==> config.mk <==
export PLATFORM = sky130hd
export DESIGN_NAME = energy_detect_power_control
export DESIGN_NICKNAME = d
export VERILOG_FILES = /design/src/hw/ed_pkg.sv /design/src/hw/event_counter.sv /design/src/hw/energy_detect_power_control.sv
export SDC_FILE = /design/constraint.sdc
export NUM_CORES = 1
export LEC_CHECK = 0
export BUFFER_PORTS_ARGS = -buffer_cell sky130_fd_sc_hd__buf_2
export CORE_MARGIN = 4
export CORE_UTILIZATION = 45
export CTS_BUF_LIST = sky130_fd_sc_hd__clkbuf_4 sky130_fd_sc_hd__clkbuf_8
export DETAILED_ROUTE_END_ITERATION = 12
export HOLD_SLACK_MARGIN = 0.12
export SKIP_LAST_GASP = 1
export SYNTH_ARGS = -nofsm -noshare
export SYNTH_HDL_FRONTEND = slang
export SYNTH_SLANG_ARGS = --single-unit
==> constraint.sdc <==
create_clock -name core_clk_in -period 4.1 [get_ports core_clk_in]
set_clock_uncertainty 0.1 [all_clocks]
set_input_delay 0.41 -clock core_clk_in [delete_from_list [all_inputs] [get_ports core_clk_in]]
set_output_delay 0.41 -clock core_clk_in [all_outputs]
set_load 0.05 [all_outputs]
==> src/hw/ed_pkg.sv <==
// Constants, field layout and state encodings of the energy-detect power control block.
// Assumes a single 10 MHz core clock and a 16-bit register port behind the management interface.
//
// Contract
// - Bit 15 enables the feature, off at reset
// - Auto wake once data threshold reached
// - Auto sleep once line energy disappears
// - Manual bit toggles power state, self-clears
// - Four pulses per power-up, one if disabled
// - Bit 10 shows powered state
// - Error threshold flag, no action, clear-on-read
// - Data threshold flag, clear-on-read
// - Bits 7:4 hold error threshold, reset 1
// - Bits 3:0 hold data threshold, reset 1
// - Counters reset after two idle seconds
package ed_pkg;

    localparam int CLK_PERIOD_NS = 100;

    // Field positions of energy_detect_control
    localparam int POS_ENABLE = 15;
    localparam int POS_AUTO_WAKE = 14;
    localparam int POS_AUTO_SLEEP = 13;
    localparam int POS_MANUAL = 12;
    localparam int POS_BURST_OFF = 11;
    localparam int POS_POWERED = 10;
    localparam int POS_ERR_HIT = 9;
    localparam int POS_DATA_HIT = 8;
    localparam int POS_ERR_THR_LSB = 4;
    localparam int POS_DATA_THR_LSB = 0;
    localparam int THR_WIDTH = 4;

    // Reset values
    localparam logic RST_ENABLE = 1'h0;
    localparam logic RST_AUTO_WAKE = 1'h1;
    localparam logic RST_AUTO_SLEEP = 1'h1;
    localparam logic RST_BURST_OFF = 1'h0;
    localparam logic [THR_WIDTH-1:0] RST_ERR_THR = 4'h1;
    localparam logic [THR_WIDTH-1:0] RST_DATA_THR = 4'h1;

    // Pulses sent after each power-up
    localparam logic [2:0] BURST_PULSES = 3'h4;
    localparam logic [2:0] SINGLE_PULSE = 3'h1;

    // Timing, in its own unit, and derived cycle counts (least times round up)
    localparam int SEQ_TIME_NS = 2000;
    localparam int PULSE_TIME_NS = 200;
    localparam int GAP_TIME_NS = 800;
    localparam int IDLE_TIME_MS = 2000;
    localparam int SEQ_CYCLES = (SEQ_TIME_NS + CLK_PERIOD_NS - 1) / CLK_PERIOD_NS;
    localparam int PULSE_CYCLES = (PULSE_TIME_NS + CLK_PERIOD_NS - 1) / CLK_PERIOD_NS;
    localparam int GAP_CYCLES = (GAP_TIME_NS + CLK_PERIOD_NS - 1) / CLK_PERIOD_NS;
    localparam int IDLE_CYCLES = IDLE_TIME_MS * (1000000 / CLK_PERIOD_NS);

    typedef enum logic [1:0] {
        st_up,
        st_going_down,
        st_down,
        st_going_up
    } power_state_t;

endpackage

==> src/hw/event_counter.sv <==
// Saturating event counter with a threshold compare.
// Assumes inc_in is a one-cycle pulse from logic on the same clock.
`timescale 1ns/1ps
module event_counter
    import ed_pkg::*;
#(
    parameter int WIDTH = 4
) (
    input wire logic core_clk_in,
    input wire logic rst_n_in,
    input wire logic clear_in,
    input wire logic inc_in,
    input wire logic [WIDTH-1:0] threshold_in,
    output logic [WIDTH-1:0] count_out,
    output logic hit_out
);

    typedef struct packed {
        logic [WIDTH-1:0] count;
        logic hit;
    } counter_state_t;

    localparam logic [WIDTH-1:0] COUNT_MAX = {WIDTH{1'b1}};
    localparam logic [WIDTH-1:0] COUNT_ONE = {{(WIDTH-1){1'b0}}, 1'b1};

    counter_state_t s;
    counter_state_t next_s;

    always_comb begin
        next_s = s;
        if (clear_in) begin
            // An event in the clearing cycle still counts as the first one
            next_s.count = inc_in ? COUNT_ONE : '0;
        end else if (inc_in && s.count != COUNT_MAX) begin
            next_s.count = WIDTH'(s.count + COUNT_ONE);
        end
        next_s.hit = inc_in && (next_s.count >= threshold_in);
    end

    always_ff @(posedge core_clk_in or negedge rst_n_in) begin
        if (!rst_n_in) begin
            s <= '0;
        end else begin
            s <= next_s;
        end
    end

    assign count_out = s.count;
    assign hit_out = s.hit;

endmodule // event_counter

==> src/hw/energy_detect_power_control.sv <==
// Energy-detect power manager: event counting, power sequencing, pulse bursts
// and the energy_detect_control register.
// Assumes line_energy_in, data_event_in and error_event_in come from the analog
// front end, asynchronous to core_clk_in; the register port is on core_clk_in.
// Bit 10 is only meaningful while the feature is enabled.
`timescale 1ns/1ps
module energy_detect_power_control
    import ed_pkg::*;
#(
    parameter int IDLE_LIMIT = IDLE_CYCLES,
    parameter int SEQ_LIMIT = SEQ_CYCLES
) (
    input wire logic core_clk_in,
    input wire logic rst_n_in,
    input wire logic line_energy_in,
    input wire logic data_event_in,
    input wire logic error_event_in,
    input wire logic reg_wr_in,
    input wire logic reg_rd_in,
    input wire logic [15:0] reg_wdata_in,
    output logic [15:0] reg_rdata_out,
    output logic rx_power_out,
    output logic data_pulse_out,
    output logic sequence_busy_out
);

    localparam int IDLE_W = $clog2(IDLE_LIMIT + 1);
    localparam int SEQ_W = $clog2(SEQ_LIMIT + 1);
    localparam int PHASE_W = $clog2(PULSE_CYCLES + GAP_CYCLES + 1);
    localparam logic [IDLE_W-1:0] IDLE_LAST = IDLE_W'(IDLE_LIMIT - 1);
    localparam logic [SEQ_W-1:0] SEQ_LAST = SEQ_W'(SEQ_LIMIT - 1);
    localparam logic [PHASE_W-1:0] PULSE_END = PHASE_W'(PULSE_CYCLES);
    localparam logic [PHASE_W-1:0] PHASE_LAST = PHASE_W'(PULSE_CYCLES + GAP_CYCLES - 1);
    // Register image at reset, assembled from the field defaults
    localparam logic [15:0] RST_IMAGE = {RST_ENABLE, RST_AUTO_WAKE, RST_AUTO_SLEEP, 1'b0,
                                         RST_BURST_OFF, 3'h0, RST_ERR_THR, RST_DATA_THR};

    typedef struct packed {
        // Synchronisers and edge history
        logic energy_meta;
        logic energy_sync;
        logic data_meta;
        logic data_sync;
        logic data_prev;
        logic error_meta;
        logic error_sync;
        logic error_prev;
        // Register fields
        logic enable;
        logic auto_wake;
        logic auto_sleep;
        logic manual_toggle;
        logic pulse_burst_off;
        logic powered_state;
        logic error_threshold_hit;
        logic data_threshold_hit;
        logic [THR_WIDTH-1:0] error_threshold;
        logic [THR_WIDTH-1:0] data_threshold;
        // Sequencing
        power_state_t state;
        logic [SEQ_W-1:0] seq_timer;
        logic [IDLE_W-1:0] idle_timer;
        logic rx_power;
        // Pulse burst
        logic [2:0] pulses_left;
        logic [PHASE_W-1:0] phase;
        logic pulse;
        // Read image
        logic [15:0] rdata;
    } ctrl_state_t;

    ctrl_state_t s;
    ctrl_state_t next_s;

    logic data_evt;
    logic error_evt;
    logic idle_timeout;
    logic seq_start;
    logic counter_clear;
    logic data_hit;
    logic error_hit;

    // Rising edges of the synchronised event lines, gated by the enable
    assign data_evt = s.enable && s.data_sync && !s.data_prev;
    assign error_evt = s.enable && s.error_sync && !s.error_prev;

    // Silence on the data event line for the whole idle window
    assign idle_timeout = s.enable && !data_evt && (s.idle_timer == IDLE_LAST);

    // A new sequence starts from fresh counts so that old events cannot re-trigger it
    assign seq_start = (next_s.state == st_going_up || next_s.state == st_going_down)
                       && (next_s.state != s.state);
    assign counter_clear = idle_timeout || seq_start || !s.enable;

    event_counter #(
        .WIDTH(THR_WIDTH)
    ) data_counter (
        .core_clk_in(core_clk_in),
        .rst_n_in(rst_n_in),
        .clear_in(counter_clear),
        .inc_in(data_evt),
        .threshold_in(s.data_threshold),
        .count_out(),
        .hit_out(data_hit)
    );

    // Error counts are informational only, never acted on
    event_counter #(
        .WIDTH(THR_WIDTH)
    ) error_counter (
        .core_clk_in(core_clk_in),
        .rst_n_in(rst_n_in),
        .clear_in(counter_clear),
        .inc_in(error_evt),
        .threshold_in(s.error_threshold),
        .count_out(),
        .hit_out(error_hit)
    );

    always_comb begin
        next_s = s;

        // Two flip-flops before any logic reads a front-end line
        next_s.energy_meta = line_energy_in;
        next_s.energy_sync = s.energy_meta;
        next_s.data_meta = data_event_in;
        next_s.data_sync = s.data_meta;
        next_s.data_prev = s.data_sync;
        next_s.error_meta = error_event_in;
        next_s.error_sync = s.error_meta;
        next_s.error_prev = s.error_sync;

        // Idle window restarts on every data event
        // A timeout restarts it too, so silence clears the counters once per window
        if (data_evt || !s.enable || idle_timeout) begin
            next_s.idle_timer = '0;
        end else begin
            next_s.idle_timer = IDLE_W'(s.idle_timer + 1'b1);
        end

        // Sticky flags: a read clears, a hit in the same cycle wins
        if (reg_rd_in) begin
            next_s.error_threshold_hit = 1'b0;
            next_s.data_threshold_hit = 1'b0;
        end
        if (error_hit) begin
            next_s.error_threshold_hit = 1'b1;
        end
        if (data_hit) begin
            next_s.data_threshold_hit = 1'b1;
        end

        // Burst generator: pulse high, then gap, per pulse left
        if (s.pulses_left != 3'h0) begin
            next_s.pulse = (s.phase < PULSE_END);
            if (s.phase == PHASE_LAST) begin
                next_s.phase = '0;
                next_s.pulses_left = 3'(s.pulses_left - 3'h1);
            end else begin
                next_s.phase = PHASE_W'(s.phase + 1'b1);
            end
        end else begin
            next_s.pulse = 1'b0;
            next_s.phase = '0;
        end

        // Power sequencing
        if (!s.enable) begin
            // Feature off: receive section stays powered, nothing pending
            next_s.state = st_up;
            next_s.rx_power = 1'b1;
            next_s.seq_timer = '0;
            next_s.manual_toggle = 1'b0;
            next_s.pulses_left = 3'h0;
            next_s.pulse = 1'b0;
        end else begin
            // A manual request is consumed in the cycle it is seen
            next_s.manual_toggle = 1'b0;
            unique case (s.state)
                st_up: begin
                    if (s.manual_toggle) begin
                        next_s.state = st_going_down;
                    end else if (s.auto_sleep && !s.energy_sync) begin
                        next_s.state = st_going_down;
                    end
                    next_s.seq_timer = '0;
                end
                st_going_down: begin
                    // Cut any burst so no pulse leaks into power down
                    next_s.pulses_left = 3'h0;
                    next_s.pulse = 1'b0;
                    if (s.manual_toggle) begin
                        next_s.state = st_going_up;
                        next_s.seq_timer = '0;
                    end else if (s.seq_timer == SEQ_LAST) begin
                        next_s.state = st_down;
                        next_s.rx_power = 1'b0;
                        next_s.powered_state = 1'b0;
                        next_s.seq_timer = '0;
                    end else begin
                        next_s.seq_timer = SEQ_W'(s.seq_timer + 1'b1);
                    end
                end
                st_down: begin
                    // Rx power returns at once so the section settles during the sequence
                    if (s.manual_toggle) begin
                        next_s.state = st_going_up;
                        next_s.rx_power = 1'b1;
                    end else if (s.auto_wake && data_hit) begin
                        next_s.state = st_going_up;
                        next_s.rx_power = 1'b1;
                    end
                    next_s.seq_timer = '0;
                end
                st_going_up: begin
                    next_s.rx_power = 1'b1;
                    if (s.manual_toggle) begin
                        next_s.state = st_going_down;
                        next_s.seq_timer = '0;
                    end else if (s.seq_timer == SEQ_LAST) begin
                        next_s.state = st_up;
                        next_s.powered_state = 1'b1;
                        next_s.seq_timer = '0;
                        next_s.phase = '0;
                        next_s.pulses_left = s.pulse_burst_off ? SINGLE_PULSE
                                                               : BURST_PULSES;
                    end else begin
                        next_s.seq_timer = SEQ_W'(s.seq_timer + 1'b1);
                    end
                end
            endcase
        end

        // Register write; the manual bit only ever sets
        if (reg_wr_in) begin
            next_s.enable = reg_wdata_in[POS_ENABLE];
            next_s.auto_wake = reg_wdata_in[POS_AUTO_WAKE];
            next_s.auto_sleep = reg_wdata_in[POS_AUTO_SLEEP];
            next_s.pulse_burst_off = reg_wdata_in[POS_BURST_OFF];
            next_s.error_threshold =
                reg_wdata_in[POS_ERR_THR_LSB +: THR_WIDTH];
            next_s.data_threshold =
                reg_wdata_in[POS_DATA_THR_LSB +: THR_WIDTH];
            if (reg_wdata_in[POS_MANUAL] && reg_wdata_in[POS_ENABLE]) begin
                next_s.manual_toggle = 1'b1;
            end
        end

        // Read image always matches the flops holding the fields
        next_s.rdata = '0;
        next_s.rdata[POS_ENABLE] = next_s.enable;
        next_s.rdata[POS_AUTO_WAKE] = next_s.auto_wake;
        next_s.rdata[POS_AUTO_SLEEP] = next_s.auto_sleep;
        next_s.rdata[POS_MANUAL] = next_s.manual_toggle;
        next_s.rdata[POS_BURST_OFF] = next_s.pulse_burst_off;
        next_s.rdata[POS_POWERED] = next_s.powered_state;
        next_s.rdata[POS_ERR_HIT] = next_s.error_threshold_hit;
        next_s.rdata[POS_DATA_HIT] = next_s.data_threshold_hit;
        next_s.rdata[POS_ERR_THR_LSB +: THR_WIDTH] = next_s.error_threshold;
        next_s.rdata[POS_DATA_THR_LSB +: THR_WIDTH] = next_s.data_threshold;
    end

    // Every field gets its power-on value explicitly
    always_ff @(posedge core_clk_in or negedge rst_n_in) begin
        if (!rst_n_in) begin
            // Sync chains
            s.energy_meta <= 1'b0;
            s.energy_sync <= 1'b0;
            s.data_meta <= 1'b0;
            s.data_sync <= 1'b0;
            s.data_prev <= 1'b0;
            s.error_meta <= 1'b0;
            s.error_sync <= 1'b0;
            s.error_prev <= 1'b0;
            // Register fields
            s.enable <= RST_ENABLE;
            s.auto_wake <= RST_AUTO_WAKE;
            s.auto_sleep <= RST_AUTO_SLEEP;
            s.manual_toggle <= 1'b0;
            s.pulse_burst_off <= RST_BURST_OFF;
            s.powered_state <= 1'b0;
            s.error_threshold_hit <= 1'b0;
            s.data_threshold_hit <= 1'b0;
            s.error_threshold <= RST_ERR_THR;
            s.data_threshold <= RST_DATA_THR;
            // Sequencer and burst
            s.state <= st_up;
            s.seq_timer <= '0;
            s.idle_timer <= '0;
            s.rx_power <= 1'b1;
            s.pulses_left <= 3'h0;
            s.phase <= '0;
            s.pulse <= 1'b0;
            s.rdata <= RST_IMAGE;
        end else begin
            s <= next_s;
        end
    end

    assign reg_rdata_out = s.rdata;
    assign rx_power_out = s.rx_power;
    assign data_pulse_out = s.pulse;
    // Busy is decoded straight from the state flops
    assign sequence_busy_out = (s.state == st_going_up) || (s.state == st_going_down);

endmodule // energy_detect_power_control

==> results of run 1 <==
area by class of cell:
cell class | count | share of cell area (%)
sequential | 75 | 44.9
multi-input combinational | 251 | 40.3
timing repair buffer | 42 | 5.48
tap | 105 | 3.13
clock buffer | 9 | 2.95
inverter | 19 | 1.70
clock inverter | 7 | 1.58
worst paths after layout:
path | start | end | slack (ns) | cells past startpoint
worst max-delay path | s[55]$_DFF_PN0_ | error_counter.hit_out$_DFF_PN0_ | 0.79 | 14
worst min-delay path | rst_n_in | reg_rdata_out[9]$_DFF_PN0_ | 0.11 | 1
worst max register to register | s[55]$_DFF_PN0_ | error_counter.hit_out$_DFF_PN0_ | 0.79 | 14
worst min register to register | next_s[77]$_DFF_PN0_ | next_s[76]$_DFF_PN0_ | 0.25 | 0
max in group asynchronous | rst_n_in | data_counter.count_out[0]$_DFF_PN0_ | 3.22 | 1
min in group core_clk_in | reg_wdata_in[7] | reg_rdata_out[7]$_DFFE_PN0P_ | 0.17 | 3
cell families after synthesis:
logic type	synth area share (%)
adders and majority gates	6.59
and+or+nand+nor	18.7
buffers and inverters	5.83
DFF	49.6
xor gates and xnor gates	7.84
muxes	3.23
AOI/OAI and AO/OA	8.17
layer usage:
metal,global-route usage [%],share of wire [%]
met1,18.8,49
met2,22.7,46
met3,3.75,3.7
met4,5.46,0.99
met5,0,0
through the flow:
stage          hold slack (ns)  setup slack [ns]  std cells
2_1_floorplan           0.0144              1.10        368
3_3_place_gp             0.231             0.858        489
3_5_place_dp             0.236             0.808        489
4_1_cts                  0.129             0.804        508
5_1_grt                  0.156             0.622        508
6_report                 0.108             0.788        508
registers in the layout, indices dropped and copies added, names as in the netlist:
| register | cells |
|---|---|
| data_counter.count_out | 4 |
| data_counter.hit_out | 1 |
| data_pulse_out | 1 |
| error_counter.count_out | 4 |
| error_counter.hit_out | 1 |
| next_s | 5 |
| reg_rdata_out | 15 |
| rx_power_out | 1 |
| s | 43 |
layout by cell type, fill, tap and decap left out, types with 3 or more instances in the layout:
master	instances
and2_1	3
nand4_1	8
dfstp_2	5
ha_1	20
nor3_1	4
xnor2_1	11
and3_1	6
nand2_1	32
a21oi_1	6
xor2_1	23
mux2i_1	4
nand3_1	13
clkbuf_8	9
nor2_1	56
a21o_1	6
buf_2	37
o21ai_0	11
inv_6	4
mux2_2	6
inv_1	19
dlygate4sd3_1	3
dfrtp_1	70
power groups by stage:
stage	Sequential (W)	Combinational [W]	Clock, W
finish	0.000790	0.000250	0.000545
global route	0.000794	0.000275	0.000604
CTS	0.000790	0.000254	0.000573
detailed placement	0.000805	0.000250	0
global placement	0.000804	0.000247	0
floorplan	0.000810	0.000192	0
timing repair:
action / in CTS / in global routing
resized for setup: 0 / 0
hold endpoints to repair: 3 / 0
hold buffers: 3 / 0
endpoints found under the setup margin: 0 / 0
==> results.ini, run 1 <==
[clock_network]
cts_tree = built
cts_setup_buffers = 0
insertion_delay_ns = 0.34
h-tree-depth = 3
root_buffer = clkbuf_8
cts.reportedPaths.clkPinSlew_ns = 0.08
numCtsBuffers = 9
cts.sinks = 75
clockBufferDepth = 2

[synth]
ys_async_sr_fraction_pct = 100
synth_nets = 411
synth-seq-cells = 75
ys_top_cells_by_count = 70 x dfrtp_1, 56 x nor2_1, 32 x nand2_1, 23 x xor2_1, 20 x ha_1
synth_cell_type_count = 54
ys_seq_area_share_pct = 49.6
synth_ff_type = dfrtp_1
yosys_warnings = 0
synthTopCellsByArea = dfrtp_1 46%, ha_1 6.6%, nor2_1 5.5%
syn_area_per_cell_um2 = 10.3
netlist.area_leader.share_pct = 46.1
synth_most_common_cell = dfrtp_1
synth_edf_count = 0
syn_inst = 368
syn_area_um2 = 3800
yosysTopAreaCell = dfrtp_1

[route]
drt-pass1-iter-count = 4
num_vias = 2539
wl_per_cell_um = 13.1
viasPerCell = 5.00
drt_wl_total_um = 6650
drcViolationCount = 0
ant_nets = 0
drt-initial-drc-count = 100

[finish]
regArea_um2 = 1880
drive_gt1_share_pct = 19.1
fin_area_um2 = 4200
nets = 441
fin_util_pct = 51.1
area_growth_pct = 10.6
multi_input_area_um2 = 1690
num_antenna_cells = 0
nFillCells = 760

[timing]
finalCritPeriodShare_pct = 80.8
hold_viol = 0
finalMaxSlewViolations = 0
worst_slew_pin_slew_ns = 0.922
rsz0062_at_grt = false
tns_ns = 0
setup_violations = 0
maxSlewHeadroom_pct = 38.6
max_freq_mhz = 302
period_needed_ns = 3.31

[grt]
grt_pass1_vias = 2523
grt_max_degree = 76
grt_use_total_pct = 14.3
grt.overflow.total = 0
grt_pass1_wl_um = 11400
antenna_found_initial = 0

[critical_path]
worstPathRequired_ns = 4.23
crit_family = compound AO/OA/AOI/OAI gates
crit_chain = inv_1 -> ha_1 -> inv_1 -> nand4_1 -> a221oi_1 -> o211a_4 -> a21oi_2 -> mux2_4 -> ha_1 -> nand2b_1 -> a21o_1 -> a21o_1 -> a21oi_1 -> nor2_1
critical-path-max-stage-delay_ns = 0.46
critPathKind = flip-flop to flip-flop
endpoint_kind = flip-flop
cp_max_fo = 6
arrival_ns = 3.44
worstSetupStartpointType = flip-flop
critPathBufInv = 2
critical-path-slowest-cell = a221oi_1

[floorplanning]
die_width_um = 99.8
die_h_um = 99.8
dieArea_um2 = 9970
initial_utilization_pct = 46.2
rows = 33
core_area_um2 = 8220
ios = 42

[flow_run]
max_cap_violations = 0

[power_and_ir_drop]
cellLeakagePower_nw = 2.00
power_frac_comb_pct = 15.7
p_sw_w = 0.000495
seqPwrFrac_pct = 49.9
clkPwrFrac_pct = 34.4
power_density_nw_per_um2 = 378
p_int_w = 0.00109
ir_worst_vdd_mv = 0.181
swShare_pct = 31.2
finalPower_w = 0.00158

[place]
place_congestion = 0.835
port_buffers = 38
dp_hpwl_um = 4670
dpl-instance-area_um2 = 3980

[run_status]
status = finished, final reports clean

[min_path]
hold_path.class = input pin to async pin

Power figures use the tool's default switching activity.
==> inputs of run 2 (changes only) <==
==> constraint.sdc (replaced) <==
create_clock -name core_clk_in -period 3.3 [get_ports core_clk_in]
set_clock_uncertainty 0.1 [all_clocks]
set_input_delay 0.33 -clock core_clk_in [delete_from_list [all_inputs] [get_ports core_clk_in]]
set_output_delay 0.33 -clock core_clk_in [all_outputs]
set_load 0.05 [all_outputs]
==> run 2 against run 1 <==
  * Register-to-register slack worse by 0.64 ns
  * Total power up 38%
  * Largest cell class unchanged
  * Largest power group unchanged
  * Non-clock buffer count increased by 18
==> results.ini, run 2 (synthesis gave the netlist of run 1 again) <==
[timing]
max_freq_mhz = 317
whs_ns = 0.136
fin_ws_ns = 0.147
worst_slew_pin_slew_ns = 0.930
maxSlewHeadroom_pct = 38.0
period_needed_ns = 3.15
hold_viol = 0
finalMaxSlewViolations = 0
finalCritPeriodShare_pct = 95.6
setup_violations = 0

[power_and_ir_drop]
clkPwrFrac_pct = 39.4
p_int_w = 0.00159
power_density_nw_per_um2 = 493
finalPower_w = 0.00219
ir_worst_vdd_mv = 0.290
swShare_pct = 27.1
p_sw_w = 0.000593
seqPwrFrac_pct = 44.9
cellLeakagePower_nw = 2.11
power_frac_comb_pct = 15.7

[route]
viasPerCell = 5.01
wl_per_cell_um = 13.3
ant_nets = 0
drt-pass1-iter-count = 4
drt_wl_total_um = 7020
drcViolationCount = 0
drt-initial-drc-count = 78
num_vias = 2634

[critical_path]
arrival_ns = 3.29
worstPathRequired_ns = 3.43
critical-path-max-stage-delay_ns = 0.44
worstSetupStartpointType = flip-flop
critical-path-slowest-cell = dfrtp_1
crit_chain = inv_1 -> ha_4 -> inv_1 -> a211oi_1 -> a41oi_1 -> o211a_4 -> a21oi_2 -> mux2_4 -> ha_1 -> nand2b_1 -> a21o_1 -> a21o_1 -> a21oi_1 -> nor2_1
critPathBufInv = 2
critPathKind = flip-flop to flip-flop
crit_family = compound AO/OA/AOI/OAI gates
endpoint_kind = flip-flop
rr_startpoint = s[56]$_DFF_PN0_
critPathLaunch = s[56]$_DFF_PN0_
cp_max_fo = 5

[finish]
instances_no_fill = 526
num_antenna_cells = 0
largest_register = s
layout_common_cells = 70 x dfrtp_1, 56 x nor2_1, 37 x buf_2, 32 x nand2_1, 23 x xor2_1
largest_reg_flops = 43
nets = 459
area_growth_pct = 16.9
drive_gt1_share_pct = 20.7
final_common_cell = dfrtp_1

[min_path]
hold_path.class = input pin to flip-flop
min_from = reg_wdata_in[11]

[place]
dp_hpwl_um = 4660
place_inst = 493
place_congestion = 0.809
dp_slack_ns = 0.0732
port_buffers = 38

[floorplanning]
dieArea_um2 = 9970
rows = 33
core_area_um2 = 8220
initial_utilization_pct = 46.2
die_width_um = 99.8
die_h_um = 99.8
ios = 42

[grt]
grt_use_total_pct = 15.6
grt_max_degree = 76
grt.overflow.total = 0
grt_pass1_wl_um = 12400
antenna_found_initial = 0
grt_pass1_vias = 2660

[clock_network]
numCtsBuffers = 9
cts_tree = built
cts.reportedPaths.clkPinSlew_ns = 0.08
root_buffer = clkbuf_8
clockBufferDepth = 2
cts.sinks = 75
h-tree-depth = 3
insertion_delay_ns = 0.34

[flow_run]
max_cap_violations = 0

[run_status]
status = finished, final reports clean

run 2: cell types whose count changed in the layout (fill, tap and decap cells not counted), sizes merged:
cell / previous run / this run
buf: 39 / 46
bufinv: 0 / 3
clkbuf: 9 / 10
clkinv: 1 / 2
clkinvlp: 0 / 1
dlygate4sd3: 3 / 14
inv: 25 / 19
run 2: area by class of cell:
cell class,count,area [um^2]
Fill cell,728,3780
Inverter,19,71.3
Clock inverter,6,115
Tap cell,105,131
Timing Repair Buffer,60,393
Clock buffer,10,131
Sequential cell,75,1880
Multi-Input combinational cell,251,1710
run 2: what timing repair did:
| action | 4_1_cts | 5_1_grt |
|---|---|---|
| hold buffers | 14 | 0 |
| setup buffers | 0 | 3 |
| setup endpoints to repair | 0 | 2 |
| gates resized for setup | 0 | 4 |
| endpoints found under the hold margin | 83 | 0 |
run 2: metrics by stage:
step	setup TNS [ns]	util, %	instance area, um^2
floorplan	0	-	3800
global placement	0	48.8	4010
detailed placement	0	48.8	4010
CTS	0	53.5	4390
global route	-0.0394	54.0	4440
finish	0	54.0	4440
run 2: per-layer routing:
| metal | track usage, % | vias to the layer above | part of all wire [%] |
|---|---|---|---|
| li1 | - | 1327 | - |
| met1 | 20.6 | 1259 | 48 |
| met2 | 25.0 | 44 | 47 |
| met3 | 4.52 | 4 | 4.0 |
| met4 | 4.73 | 0 | 0.94 |
| met5 | 0 | - | 0 |
run 2: power groups by stage:
stage	clock network, W	registers (W)	logic [W]
after global placement	0	0.000999	0.000315
after detailed placement	0	0.00100	0.000318
final	0.000862	0.000982	0.000343
after floorplan	0	0.00101	0.000239
after CTS	0.000893	0.000982	0.000332
after global routing	0.000935	0.000987	0.000375
run 2: final timing paths:
| check | to | slack, ns | cells past startpoint |
|---|---|---|---|
| worst max-delay path | error_counter.hit_out$_DFF_PN0_ | 0.15 | 14 |
| worst min-delay path | reg_rdata_out[11]$_DFFE_PN0P_ | 0.14 | 2 |
| worst max register to register | error_counter.hit_out$_DFF_PN0_ | 0.15 | 14 |
| worst min register to register | next_s[76]$_DFF_PN0_ | 0.25 | 0 |
| max in group asynchronous | s[54]$_DFF_PN0_ | 1.93 | 2 |
| min in group asynchronous | reg_rdata_out[8]$_DFF_PN0_ | 0.54 | 2 |
run 2: worst reg2reg max path: stages, from the launching register on:
cell and delay, ns:
dfrtp_1 0.44, inv_1 0.20, ha_4 0.20, inv_1 0.08
a211oi_1 0.33, a41oi_1 0.10, o211a_4 0.19, a21oi_2 0.18
mux2_4 0.32, ha_1 0.26, nand2b_1 0.13, a21o_1 0.17
a21o_1 0.16, a21oi_1 0.13, nor2_1 0.05
==> inputs of run 3 (changes only) <==
--- a/config.mk
+++ b/config.mk
@@ -11,6 +11,7 @@
 export CTS_BUF_LIST = sky130_fd_sc_hd__clkbuf_4 sky130_fd_sc_hd__clkbuf_8
 export DETAILED_ROUTE_END_ITERATION = 12
 export HOLD_SLACK_MARGIN = 0.12
+export PLACE_DENSITY_LB_ADDON = 0.2
 export SKIP_LAST_GASP = 1
 export SYNTH_ARGS = -nofsm -noshare
 export SYNTH_HDL_FRONTEND = slang
==> run 3 against run 2 <==
  * Wire length down 1.7%
  * Global-route usage is 0.60 points lower
  * Sequential power is essentially flat
  * Critical endpoint unchanged
  * Cell count did not move
  * First-iteration DRC count grew 18%
  * Register-to-register slack better by 0.07 ns
  * Sequential cell count stayed put
  * Non-clock buffer count did not move
  * Critical path depth stayed put
  * Clock-buffer cell count increased by 1
==> results.ini, run 3 (synthesis gave the netlist of run 1 again) <==
[run_status]
status = finished, final reports clean

[critical_path]
arrival_ns = 3.21
critPathLaunch = s[56]$_DFF_PN0_
worstSetupStartpointType = flip-flop
rr_startpoint = s[56]$_DFF_PN0_
cp_max_fo = 5
critPathKind = flip-flop to flip-flop
worstPathRequired_ns = 3.43
endpoint_kind = flip-flop

[power_and_ir_drop]
seqPwrFrac_pct = 48.5
p_int_w = 0.00145
p_sw_w = 0.000572
clkPwrFrac_pct = 34.9
swShare_pct = 28.3
power_frac_comb_pct = 16.5
ir_worst_vdd_mv = 0.266
cellLeakagePower_nw = 2.08
power_density_nw_per_um2 = 461

[grt]
grt.overflow.total = 0
grt_pass1_vias = 2583
grt_use_total_pct = 15.0
grt_pass1_wl_um = 12000
antenna_found_initial = 0
grt_max_degree = 76

[timing]
maxSlewHeadroom_pct = 37.3
worst_slew_pin_slew_ns = 0.941
setup_violations = 0
period_needed_ns = 3.08
finalMaxSlewViolations = 0
hold_viol = 0
tns_ns = 0
max_freq_mhz = 325
rsz0062_at_grt = false
finalCritPeriodShare_pct = 93.3

[route]
drt_wl_total_um = 6900
drt-initial-drc-count = 92
drt-pass1-iter-count = 4
drcViolationCount = 0
ant_nets = 0
num_vias = 2608
wl_per_cell_um = 13.1
viasPerCell = 4.96

[finish]
nets = 459
final_common_cell = dfrtp_1
largest_reg_flops = 43
instances_no_fill = 526
layout_common_cells = 69 x dfrtp_1, 56 x nor2_1, 37 x buf_2, 32 x nand2_1, 23 x xor2_1
num_antenna_cells = 0
fin_area_um2 = 4390
area_growth_pct = 15.5
drive_gt1_share_pct = 20.4
fin_util_pct = 53.4
largest_register = s

[floorplanning]
ios = 42
rows = 33
die_h_um = 99.8
die_width_um = 99.8
core_area_um2 = 8220
initial_utilization_pct = 46.2
dieArea_um2 = 9970

[clock_network]
insertion_delay_ns = 0.34
h-tree-depth = 3
cts_tree = built
cts.reportedPaths.clkPinSlew_ns = 0.08
root_buffer = clkbuf_8
cts.sinks = 75
numCtsBuffers = 9
clockBufferDepth = 2

[flow_run]
max_cap_violations = 0

[place]
place_inst = 493
port_buffers = 38
place_congestion = 0.810
dp_hpwl_um = 4700
dpl-instance-area_um2 = 4010

[min_path]
min_from = reg_wdata_in[12]
hold_path.class = input pin to flip-flop

==> run 3: cell count changes in the layout (fill, tap and decap cells not counted), moves of 2 or more <==
cell	change
clkinv_4	-2
dlygate4sd3_1	+2
buf_4	-2
clkinv_2	+3
bufinv_16	-2
==> run 3: cell type report <==
type                    count  area (um^2)
flip-flops and latches     75         1880
repair buffers             60          398
clock inverters             5         52.6
multi-input cells         251         1700
clock buffers              11          145
inverters                  19         71.3
well taps                 105          131
fillers                   745         3830
==> run 3: critical path: stages (launching register included) <==
cell	delay, ns
dfrtp_2	0.45
inv_1	0.15
ha_2	0.27
inv_1	0.09
a211oi_1	0.24
a41oi_1	0.09
o211a_4	0.19
a21oi_2	0.17
mux2_4	0.32
ha_1	0.26
nand2b_1	0.14
a21o_1	0.17
a21o_1	0.16
a21oi_1	0.14
nor2_1	0.05
==> run 3: power groups by stage <==
stage	Combinational, W	Sequential (W)	Clock (W)
after floorplan	0.000239	0.00101	0
final	0.000334	0.000982	0.000707
after CTS	0.000334	0.000982	0.000731
after global routing	0.000370	0.000987	0.000759
after global placement	0.000315	0.000998	0
after detailed placement	0.000319	0.00100	0
==> run 3: worst paths after layout <==
path                                                   endpoint  slack [ns]  cells past startpoint
worst max register to register  error_counter.hit_out$_DFF_PN0_        0.22                     14
min in group asynchronous            reg_rdata_out[8]$_DFF_PN0_        0.56                      2
max in group asynchronous                       s[56]$_DFF_PN0_        1.88                      2
worst min register to register             next_s[76]$_DFF_PN0_        0.25                      0
worst min-delay path                reg_rdata_out[12]$_DFF_PN0_        0.16                      2
worst max-delay path            error_counter.hit_out$_DFF_PN0_        0.22                     14
==> run 3: per-layer routing <==
layer / track usage [%] / wire (um) / share of wire [%]
met2: 23.3 / 3130 / 45
met4: 7.25 / 124 / 1.8
met3: 2.36 / 273 / 4.0
met1: 20.6 / 3370 / 49
met5: 0 / 0 / 0
==> run 3: through the flow <==
step | worst slack [ns] | power, W | hold WS [ns]
after CTS | 0.0171 | 0.00205 | 0.142
after global routing | 0.00542 | 0.00212 | 0.146
after detailed placement | 0.0192 | 0.00132 | 0.235
after global placement | 0.0715 | 0.00131 | 0.233
after floorplan | 0.305 | 0.00124 | -0.0656
final | 0.220 | 0.00202 | 0.163
==> run 3: timing repair <==
action,CTS,global route
endpoints found under the hold margin,85,0
hold buffers,16,0
resized for setup,0,4
buffers inserted,0,1
endpoints found under the setup margin,0,2
